$ cat config.mk
export PLATFORM = sky130hd
export DESIGN_NAME = adcsel_ctrl
export DESIGN_NICKNAME = d
export VERILOG_FILES = /design/src/design/adcsel_ctrl.v /design/src/design/adcsel_clkdiv.v
export VERILOG_INCLUDE_DIRS = /design/src /design/src/design
export SDC_FILE = /design/constraint.sdc
export NUM_CORES = 1
export LEC_CHECK = 0
export ABC_AREA = 1
export BUFFER_PORTS_ARGS = -buffer_cell sky130_fd_sc_hd__buf_2
export CAP_MARGIN = 20
export CORE_MARGIN = 2
export CORE_UTILIZATION = 49
export DETAILED_ROUTE_END_ITERATION = 10
export PLACE_DENSITY = 0.9
export SKIP_CTS_REPAIR_TIMING = 1
export SYNTH_ARGS = -nofsm -noshare
export SYNTH_HDL_FRONTEND = slang
export SYNTH_SLANG_ARGS = --single-unit
$ cat constraint.sdc
create_clock -name clock_i -period 1.6 [get_ports clock_i]
set_input_delay 0.16 -clock clock_i [delete_from_list [all_inputs] [get_ports clock_i]]
set_output_delay 0.16 -clock clock_i [all_outputs]
set_load 0.01 [all_outputs]
$ cat src/design/adcsel_regs.vh
// Purpose: constants for the converter input select and conversion control
// Assumes: included by adcsel design files only
// Notes:   codes are field encodings; counts are in converter clock periods
`ifndef ADCSEL_REGS_VH
`define ADCSEL_REGS_VH

`define ADCSEL_SRC_EXT0      3'h0
`define ADCSEL_SRC_BANDGAP   3'h1
`define ADCSEL_SRC_TEMP      3'h2
`define ADCSEL_SRC_OPOUT     3'h3
`define ADCSEL_SRC_OPPOS     3'h4
`define ADCSEL_SRC_EXT5      3'h5
`define ADCSEL_SRC_EXT6      3'h6
`define ADCSEL_SRC_FORBID    3'h7

`define ADCSEL_INT_NONE      4'h0
`define ADCSEL_INT_BANDGAP   4'h1
`define ADCSEL_INT_TEMP      4'h2
`define ADCSEL_INT_OPOUT     4'h4
`define ADCSEL_INT_OPPOS     4'h8

`define ADCSEL_REF_EXT       2'h0
`define ADCSEL_REF_SUPPLY_A  2'h1
`define ADCSEL_REF_TEMP      2'h2
`define ADCSEL_REF_SUPPLY_B  2'h3
`define ADCSEL_REFSEL_EXT    3'h1
`define ADCSEL_REFSEL_SUPPLY 3'h2
`define ADCSEL_REFSEL_TEMP   3'h4

`define ADCSEL_SAMPLE_STD    6'h04
`define ADCSEL_SAMPLE_TEMP   6'h2E
`define ADCSEL_CONVERT       6'h0C
`define ADCSEL_RESULT_MSB    11

`endif

$ cat src/design/adcsel_ctrl.v
// Purpose: input routing, pin override and conversion sequencing of a 12-bit SAR converter
// Assumes: software keeps source code 111 unused and parks the channel before internal sources
// Notes:   the analog result arrives as a 12-bit code from the converter core at end of conversion
//          a start rise mid-run restarts the conversion; power loss aborts with no request
`timescale 1ns/1ps
`default_nettype none
`include "adcsel_regs.vh"

// What this block does
// - analog pin selection disables other pin functions
// - pull-high dropped on analog-selected pins
// - analog selection overrides port direction control
// - codes 000,101,110 route external channel
// - channel 0-7 connects pin; 8-15 floats
// - codes 001-100 pick internal signals
// - normal conversion: 4 sample, 12 convert
// - temperature source: 46 sample, 12 convert
// - converter clock is system clock over 2^n
// - start rise resets, fall launches conversion
// - busy high during conversion, result after
// - conversion completes without processor help
// - alignment bit picks result byte layout
// - power enable clear powers converter down
// - result is 12-bit unsigned, step Vref/4096
// - reference codes: 00 ext, 01/11 supply, 10 temp
module adcsel_ctrl #(
    parameter NPIN = 8
) (
    input  wire            clock_i,
    input  wire            sys_rst_i,
    input  wire            converter_power_en_i,
    input  wire [2:0]      input_source_sel_i,
    input  wire [3:0]      ext_channel_sel_i,
    input  wire [2:0]      conv_clock_div_sel_i,
    input  wire [1:0]      reference_sel_i,
    input  wire            result_align_sel_i,
    input  wire            start_i,
    input  wire            global_irq_en_i,
    input  wire            conv_irq_en_i,
    input  wire            conv_irq_clear_i,
    input  wire [NPIN-1:0] pin_function_select_i,
    input  wire [NPIN-1:0] port_dir_in_i,
    input  wire [NPIN-1:0] pull_high_en_i,
    input  wire [11:0]     sar_code_i,
    output reg  [NPIN-1:0] analog_pin_n_o,
    output reg  [NPIN-1:0] pin_digital_en_o,
    output reg  [NPIN-1:0] pin_input_dir_o,
    output reg  [NPIN-1:0] pull_high_on_o,
    output reg  [NPIN-1:0] ext_channel_connect_o,
    output reg  [3:0]      internal_source_connect_o,
    output reg  [2:0]      reference_connect_o,
    output reg             converter_power_o,
    output reg             sar_reset_o,
    output reg             sampling_o,
    output reg             converting_o,
    output reg             conversion_busy_flag_o,
    output reg  [7:0]      result_high_byte_o,
    output reg  [7:0]      result_low_byte_o,
    output reg             conv_irq_request_o,
    output reg             conv_irq_o
);
    // sequencer states
    localparam ST_IDLE   = 2'b00;
    localparam ST_ARMED  = 2'b01;
    localparam ST_SAMPLE = 2'b10;
    localparam ST_CONV   = 2'b11;

    // sequencer registers and their next values
    reg  [1:0]  state_ff;
    reg  [1:0]  nxt_state;
    reg  [5:0]  cnt_ff;
    reg  [5:0]  nxt_cnt;
    reg         start_ff;
    reg  [2:0]  div_ff;
    reg  [2:0]  nxt_div;
    reg  [11:0] code_ff;
    reg         done;
    reg         nxt_irq_req;
    reg  [3:0]  nxt_int;
    reg  [NPIN-1:0] nxt_ext;
    reg  [2:0]  nxt_ref;
    wire        tick;
    wire        start_rise;
    wire        start_fall;
    wire        ext_src;
    wire        run;

    // start edges from one registered copy of the pin
    // start_ff resets low, the idle level, so reset makes no false edge
    assign start_rise = start_i && !start_ff;
    assign start_fall = !start_i && start_ff;
    assign run        = (state_ff == ST_SAMPLE) || (state_ff == ST_CONV);
    assign ext_src    = (input_source_sel_i == `ADCSEL_SRC_EXT0) ||
                        (input_source_sel_i == `ADCSEL_SRC_EXT5) ||
                        (input_source_sel_i == `ADCSEL_SRC_EXT6);

    // converter clock ticks; the divider code is latched at launch so
    // a change made mid-run cannot stretch or cut the phases
    adcsel_clkdiv #(
        .DIV_W (3)
    ) u_clkdiv (
        .clock_i   (clock_i),
        .sys_rst_i (sys_rst_i),
        .run_i     (run),
        .div_sel_i (div_ff),
        .tick_o    (tick)
    );

    // per-pin function override; analog selection wins over digital setup
    // registered so every pin output leaves from a flip-flop
    genvar g;
    generate
        for (g = 0; g < NPIN; g = g + 1) begin : g_pin
            always @(posedge clock_i) begin
                if (sys_rst_i) begin
                    analog_pin_n_o[g]   <= 1'b0;
                    pin_digital_en_o[g] <= 1'b1;
                    pin_input_dir_o[g]  <= 1'b1;
                    pull_high_on_o[g]   <= 1'b0;
                end else begin
                    analog_pin_n_o[g]   <= pin_function_select_i[g];
                    pin_digital_en_o[g] <= !pin_function_select_i[g];
                    pull_high_on_o[g]   <= pull_high_en_i[g] && !pin_function_select_i[g];
                    pin_input_dir_o[g]  <= port_dir_in_i[g] || pin_function_select_i[g];
                end
            end
        end
    endgenerate

    // analog mux decode; codes 8-15 reach no pin, so the input floats
    // source 111 falls to the default and closes no switch at all
    always @* begin
        nxt_ext = {NPIN{1'b0}};
        if (ext_src && !ext_channel_sel_i[3] && (ext_channel_sel_i[2:0] < NPIN)) begin
            nxt_ext[ext_channel_sel_i[2:0]] = 1'b1;
        end
        case (input_source_sel_i)
            `ADCSEL_SRC_BANDGAP: nxt_int = `ADCSEL_INT_BANDGAP;
            `ADCSEL_SRC_TEMP:    nxt_int = `ADCSEL_INT_TEMP;
            `ADCSEL_SRC_OPOUT:   nxt_int = `ADCSEL_INT_OPOUT;
            `ADCSEL_SRC_OPPOS:   nxt_int = `ADCSEL_INT_OPPOS;
            default:             nxt_int = `ADCSEL_INT_NONE;  // forbidden 111 connects nothing
        endcase
        case (reference_sel_i)
            `ADCSEL_REF_EXT:      nxt_ref = `ADCSEL_REFSEL_EXT;
            `ADCSEL_REF_TEMP:     nxt_ref = `ADCSEL_REFSEL_TEMP;
            default:              nxt_ref = `ADCSEL_REFSEL_SUPPLY;
        endcase
    end

    // mux switches opened while powered down so nothing loads the inputs
    // reference switch stays live so it settles before the next start
    always @(posedge clock_i) begin
        if (sys_rst_i) begin
            ext_channel_connect_o     <= {NPIN{1'b0}};
            internal_source_connect_o <= `ADCSEL_INT_NONE;
            reference_connect_o       <= `ADCSEL_REFSEL_SUPPLY;
            converter_power_o         <= 1'b0;
        end else begin
            converter_power_o         <= converter_power_en_i;
            ext_channel_connect_o     <= converter_power_en_i ? nxt_ext : {NPIN{1'b0}};
            internal_source_connect_o <= converter_power_en_i ? nxt_int : `ADCSEL_INT_NONE;
            reference_connect_o       <= nxt_ref;
        end
    end

    // sequencer: rise resets, fall launches, counts run on converter ticks
    always @* begin
        nxt_state    = state_ff;
        nxt_cnt      = cnt_ff;
        nxt_div      = div_ff;
        done         = 1'b0;
        case (state_ff)
            // only a rise leaves idle; a lone fall is ignored
            ST_IDLE: begin
                if (start_rise) begin
                    nxt_state = ST_ARMED;
                end
            end
            // source class and divider are frozen at launch
            ST_ARMED: begin
                if (start_fall) begin
                    nxt_state    = ST_SAMPLE;
                    nxt_div      = conv_clock_div_sel_i;
                    nxt_cnt      = (input_source_sel_i == `ADCSEL_SRC_TEMP) ?
                                   `ADCSEL_SAMPLE_TEMP : `ADCSEL_SAMPLE_STD;
                end
            end
            // sampling: load the convert count after the last sample tick
            ST_SAMPLE: begin
                if (tick) begin
                    nxt_cnt = cnt_ff - 6'h01;
                    if (cnt_ff == 6'h01) begin
                        nxt_state = ST_CONV;
                        nxt_cnt   = `ADCSEL_CONVERT;
                    end
                end
            end
            // conversion: the last tick pulses done for one cycle
            ST_CONV: begin
                if (tick) begin
                    nxt_cnt = cnt_ff - 6'h01;
                    if (cnt_ff == 6'h01) begin
                        nxt_state = ST_IDLE;
                        done      = 1'b1;
                    end
                end
            end
            default: nxt_state = ST_IDLE;
        endcase
        // a new rise restarts mid-conversion; power loss aborts outright
        // neither path pulses done, so no request and no new result
        if (start_rise && state_ff != ST_IDLE) begin
            nxt_state = ST_ARMED;
            done      = 1'b0;
        end
        if (!converter_power_en_i) begin
            nxt_state = ST_IDLE;
            done      = 1'b0;
        end
    end

    // sequencer registers; divider code captured with the launch
    always @(posedge clock_i) begin
        if (sys_rst_i) begin
            state_ff    <= ST_IDLE;
            cnt_ff      <= 6'h00;
            start_ff    <= 1'b0;
            div_ff      <= 3'h0;
        end else begin
            state_ff    <= nxt_state;
            cnt_ff      <= nxt_cnt;
            start_ff    <= start_i;
            div_ff      <= nxt_div;
        end
    end

    // phase and busy indicators, registered from next state
    // taken from next state so busy rises on the launch edge itself
    always @(posedge clock_i) begin
        if (sys_rst_i) begin
            sar_reset_o            <= 1'b0;
            sampling_o             <= 1'b0;
            converting_o           <= 1'b0;
            conversion_busy_flag_o <= 1'b0;
        end else begin
            sar_reset_o            <= (nxt_state == ST_ARMED);
            sampling_o             <= (nxt_state == ST_SAMPLE);
            converting_o           <= (nxt_state == ST_CONV);
            conversion_busy_flag_o <= (nxt_state == ST_SAMPLE) || (nxt_state == ST_CONV);
        end
    end

    // result capture; bytes hold the last result until the next completion
    // aborts raise no done, so an aborted run leaves the old result
    always @(posedge clock_i) begin
        if (sys_rst_i) begin
            code_ff <= 12'h000;
        end else if (done) begin
            code_ff <= sar_code_i;
        end
    end

    // layout follows the align bit live, so software may flip it after the fact
    always @(posedge clock_i) begin
        if (sys_rst_i) begin
            result_high_byte_o <= 8'h00;
            result_low_byte_o  <= 8'h00;
        end else if (result_align_sel_i) begin
            result_high_byte_o <= {4'h0, code_ff[`ADCSEL_RESULT_MSB:8]};
            result_low_byte_o  <= code_ff[7:0];
        end else begin
            result_high_byte_o <= code_ff[`ADCSEL_RESULT_MSB:4];
            result_low_byte_o  <= {code_ff[3:0], 4'h0};
        end
    end

    // request flag next value: set wins over a clear in the same cycle
    // so a completion landing on a software clear is never lost
    always @* begin
        nxt_irq_req = done || (conv_irq_request_o && !conv_irq_clear_i);
    end

    // flag and gated interrupt line both leave straight from flops
    always @(posedge clock_i) begin
        if (sys_rst_i) begin
            conv_irq_request_o <= 1'b0;
            conv_irq_o         <= 1'b0;
        end else begin
            conv_irq_request_o <= nxt_irq_req;
            conv_irq_o         <= nxt_irq_req && global_irq_en_i && conv_irq_en_i;
        end
    end
endmodule // adcsel_ctrl
`default_nettype wire

$ cat src/design/adcsel_clkdiv.v
// Purpose: converter clock tick generator, system clock divided by 2^n
// Assumes: div_sel_i steady while a conversion runs
// Notes:   tick_o is a one-cycle pulse once per converter clock period
`timescale 1ns/1ps
`default_nettype none
module adcsel_clkdiv #(
    parameter DIV_W = 3
) (
    input  wire             clock_i,
    input  wire             sys_rst_i,
    input  wire             run_i,
    input  wire [DIV_W-1:0] div_sel_i,
    output wire             tick_o
);
    localparam CNT_W = (1 << DIV_W) - 1;

    reg  [CNT_W-1:0] cnt_ff;
    wire [CNT_W-1:0] mask;

    // mask keeps the low n bits; wrap of those bits marks one period
    assign mask   = ~({CNT_W{1'b1}} << div_sel_i);
    assign tick_o = run_i && ((cnt_ff & mask) == mask);

    // counter held clear when idle so each conversion starts phase-aligned
    always @(posedge clock_i) begin
        if (sys_rst_i || !run_i) begin
            cnt_ff <= {CNT_W{1'b0}};
        end else begin
            cnt_ff <= cnt_ff + {{(CNT_W-1){1'b0}}, 1'b1};
        end
    end
endmodule // adcsel_clkdiv
`default_nettype wire

==> results.md <==
- The height of the die is between 80 and 90 µm.
- The total power density per cell area is about 960 nW/µm².
- The part of the Yosys area used for sequential elements is just under 60%.
- Using the TritonRoute via totals, the vias-per-cell ratio works out to approximately 4.7.
- The repair_antennas step left the layout with diodes totalling 0.
- The detailed-route DRC error count is 0.
- The antenna violation net count after detailed routing is 0.
- The worst register-to-register path has a depth of 10.
- The violation count after the first detailed-route iteration is just under 200.
- After layout, the worst path uses 94.5% of the clock period.
- The CTS sink count is between 100 and 150.
- The total power is about 4.5 mW.
- For this block, the via count after detailed routing is 3,123.
- The die is 88.0 µm wide.
- The nature of the critical path endpoint is a flip-flop.
- In this run switching power makes up between 20% and 30% of total power.
- Entering global routing, the biggest net connects 26 pins.
- For the pin with the worst max-slew slack, the measured transition is roughly 360 ps.
- The highest achievable clock rate is ~660 MHz.
- The initial utilization of the core area, before any placement, comes to 50.7%.
- The final number of hold-violating endpoints is 1.
- The cell leakage power is ~2.3 nW.
- The number of cells traversed by the worst hold path is 3.
- Compared with the post-synthesis result, the final layout area differs by 35.8%.
- The cell sitting at the root of the clock tree is a clkbuf_8.
- The net count of the finished layout is between 600 and 700.
- The area share of the largest cell type after synthesis is 58.4%.
- The number of antenna violations at the first check in global routing is 0.
- The I/O pin total is 126.
- The overall global routing resource usage is between 10% and 20%.
- Registers are responsible for a little under three fifths of the overall power.
- The maximum clock skew at final layout is around 14 ps.
- The wire length of the first global-routing pass is between 10,000 and 15,000 µm.
- In this run, synthesis produced a sequential element count of 101.
- The number of global-route vias before repair is 2,806.
- During placement, the flow inserted port buffers numbering 125.
- The checks that failed: hold timing.
- The detailed-placement wirelength estimate is 5700 µm.
- The path type of the worst setup path is flip-flop to flip-flop.
- The number of buffers created by CTS is 9.
- The part of the power in combinational logic is 8.1%.
- The synthesized netlist net count is 470.
- The number of iterations in the first detailed-routing pass is 4.
- Final hold analysis gives a worst-case slack of -7.89 ps.
- The total wirelength of the detailed-routed design is about 8200 µm.
- Dividing the synthesized area by the synthesized cell count gives 8.42 µm².
- The floorplan has 30 rows.
- The number of maximum-capacitance constraint violations is 0.
- The total net switching power is about 1.1 mW.
- The synthesized netlist contains 32 unique library cells.
- The fill cell instance count of the final layout is approximately 530.
- The shortest period the worst path allows is around 1500 ps.
- The most common cell in the synthesized netlist is dfxtp_1.
- The core area is 6830 µm².
- Dividing the detail-routed wire length by the instance count gives 12.4 µm.
- The worst slew margin relative to its limit is between 70% and 80%.
- The number of levels in the clock H-tree is 3.
- The worst setup path is launched from a flip-flop.
- The number of buffers on the longest clock path is 2.
- For the worst setup path, the data required time is about 1900 ps.
- During synthesis, Yosys emitted a total of 0 warnings.
- The path category of the worst min-delay check is primary input to flip-flop.
- The sequential cells in the finished layout cover a total of ~2000 µm².
- Summed over all instances, the cell type with the most area after synthesis is dfxtp_1.
- The number of slew-limit violations in the final report came to 0.
- Per report_power, the clock group accounts for 34.5% of the total.
- Along the worst path, the maximum fanout reaches 6.
- The later-pin clock latency in the skew report is approximately 360 ps.
- The post-route netlist has between 30% and 40% of its cells at a drive strength greater than 1.
- The number of instances in the synthesized netlist is ~400.
- The internal power consumption is around 3.4 mW.
- The mapped netlist covers around 3500 µm².
- Among all flip-flop cells after synthesis, the most frequent one is dfxtp_1.
- In the final timing run, aggregate negative setup slack is 0 ps.
- After clock tree synthesis, the clock-pin slew on the worst setup and hold paths is about 90 ps.
- Routability-driven placement finished with a final weighted congestion of 0.884.
- For this run the aggregate overflow at the end of global routing stands at 0.
- For the worst setup path, the data arrival time is ~1800 ps.
- By count the netlist is led by dfxtp_1, nor2_1, inv_1.
- Counting flops with a built-in enable in the synthesized netlist gives 0.
- The TritonCTS clock tree is built.
- Yosys attributes the largest share of cell area to dfxtp_1, nor2_1, inv_1, nand2_1, nand3b_1.
- The maximum vdd drop is around 0.00067 V.
- The multi-input gate area in the final layout is ~1200 µm².
- The share of flip-flops with an asynchronous set or reset after synthesis is 0%.
- The area of the die is 7750 µm².
- The setup violation total in the final timing report is 0.
- The run finished, with violations left.
## path summary, 6_finish.rpt
| check | slack [ps] | from | to |
|---|---|---|---|
| worst max-delay path | 90 | cnt_ff[1] | code_ff[8] |
| worst max register to register | 90 | cnt_ff[1] | code_ff[8] |
| worst min-delay path | -8 | port_dir_in_i[4] | pin_input_dir_o[4] |
| worst min register to register | 460 | code_ff[2] | result_low_byte_o[2] |
## sequential cells by signal, indices dropped and copies added, names as in the netlist, 2 cells and up
register / cells
pull_high_on_o: 8
code_ff: 12
pin_digital_en_o: 8
reference_connect_o: 3
result_high_byte_o: 8
u_clkdiv.cnt_ff: 7
internal_source_connect_o: 4
cnt_ff: 6
analog_pin_n_o: 8
result_low_byte_o: 8
state_ff: 2
div_ff: 3
ext_channel_connect_o: 8
pin_input_dir_o: 8
## power groups by stage
| stage | registers [mW] | logic, mW | clock network, mW |
|---|---|---|---|
| after floorplan | 2.67 | 0.127 | 0 |
| after global placement | 2.64 | 0.306 | 0 |
| after detailed placement | 2.65 | 0.315 | 0 |
| after CTS | 2.59 | 0.318 | 1.57 |
| after global routing | 2.59 | 0.402 | 1.71 |
| final | 2.59 | 0.364 | 1.55 |
## through the flow
| stage | setup slack, ps | utilization [%] | area (µm²) | cells |
|---|---|---|---|---|
| global placement | 78.1 | 61.6 | 4210 | 628 |
| finish | 87.7 | 68.8 | 4700 | 667 |
| CTS | -19.0 | 64.4 | 4400 | 644 |
| floorplan | 164 | - | 3460 | 411 |
| global route | -28.1 | 68.8 | 4700 | 667 |
| detailed placement | -6.92 | 61.6 | 4210 | 628 |
## worst max-delay path, cell delays in order, from the launching register on
cell,delay (ps)
dfxtp_1,330
inv_2,80
ha_2,190
nand3_4,90
inv_2,100
nand3_4,90
nor2_4,210
buf_6,140
nand3b_1,70
nand2_1,60
nor2_1,40
## layout by cell type, fill, tap and decap left out, types with 2 or more instances in the layout
| cell | count |
|---|---|
| buf_2 | 125 |
| dfxtp_1 | 91 |
| nor2_1 | 80 |
| inv_1 | 60 |
| nand2_1 | 52 |
| dlygate4sd3_1 | 21 |
| o21ai_0 | 16 |
| nand3b_1 | 12 |
| a21oi_1 | 10 |
| clkbuf_8 | 10 |
| nor3b_1 | 8 |
| o22ai_1 | 8 |
| dfxtp_2 | 8 |
| nand3_1 | 7 |
| nor3_1 | 7 |
| buf_4 | 6 |
| nor4_1 | 5 |
| nand2_2 | 5 |
| inv_2 | 3 |
| nor2_4 | 3 |
| inv_8 | 3 |
| clkinv_2 | 3 |
| or2_2 | 2 |
| nand3_4 | 2 |
| xnor2_1 | 2 |
| o21a_1 | 2 |
| ha_1 | 2 |
| buf_6 | 2 |
| dfxtp_4 | 2 |
## per-layer routing
layer  vias to the layer above  track usage, %  share of wire, %
li1                       1585               -                 -
met5                         -               0                 0
met1                      1416            23.0                39
met2                       104            33.8                52
met3                        18            5.28               6.5
met4                         0            8.26               2.0
## cell type report
class                           instances  area share, %
Sequential cell                       101           43.4
Multi-Input combinational cell        235           25.5
Timing Repair Buffer                  154           19.2
Inverter                               64           5.22
Clock buffer                           10           2.93
Tap cell                               96           2.56
Clock inverter                          6           1.12
Timing Repair inverter                  1          0.106
## kinds of logic (layout without fill, tap and decap cells)
logic type                 count (synthesis)  after routing  share of synthesized area (%)
buffers and inverters                     75            235                           8.39
and+or+nand+nor                          186            186                           24.3
xor gates and xnor gates                   3              3                          0.759
adders and majority gates                  3              3                           1.08
AOI/OAI and AO/OA                         43             43                           7.05
DFF                                      101            101                           58.4
(Power assumes the default switching activity.)
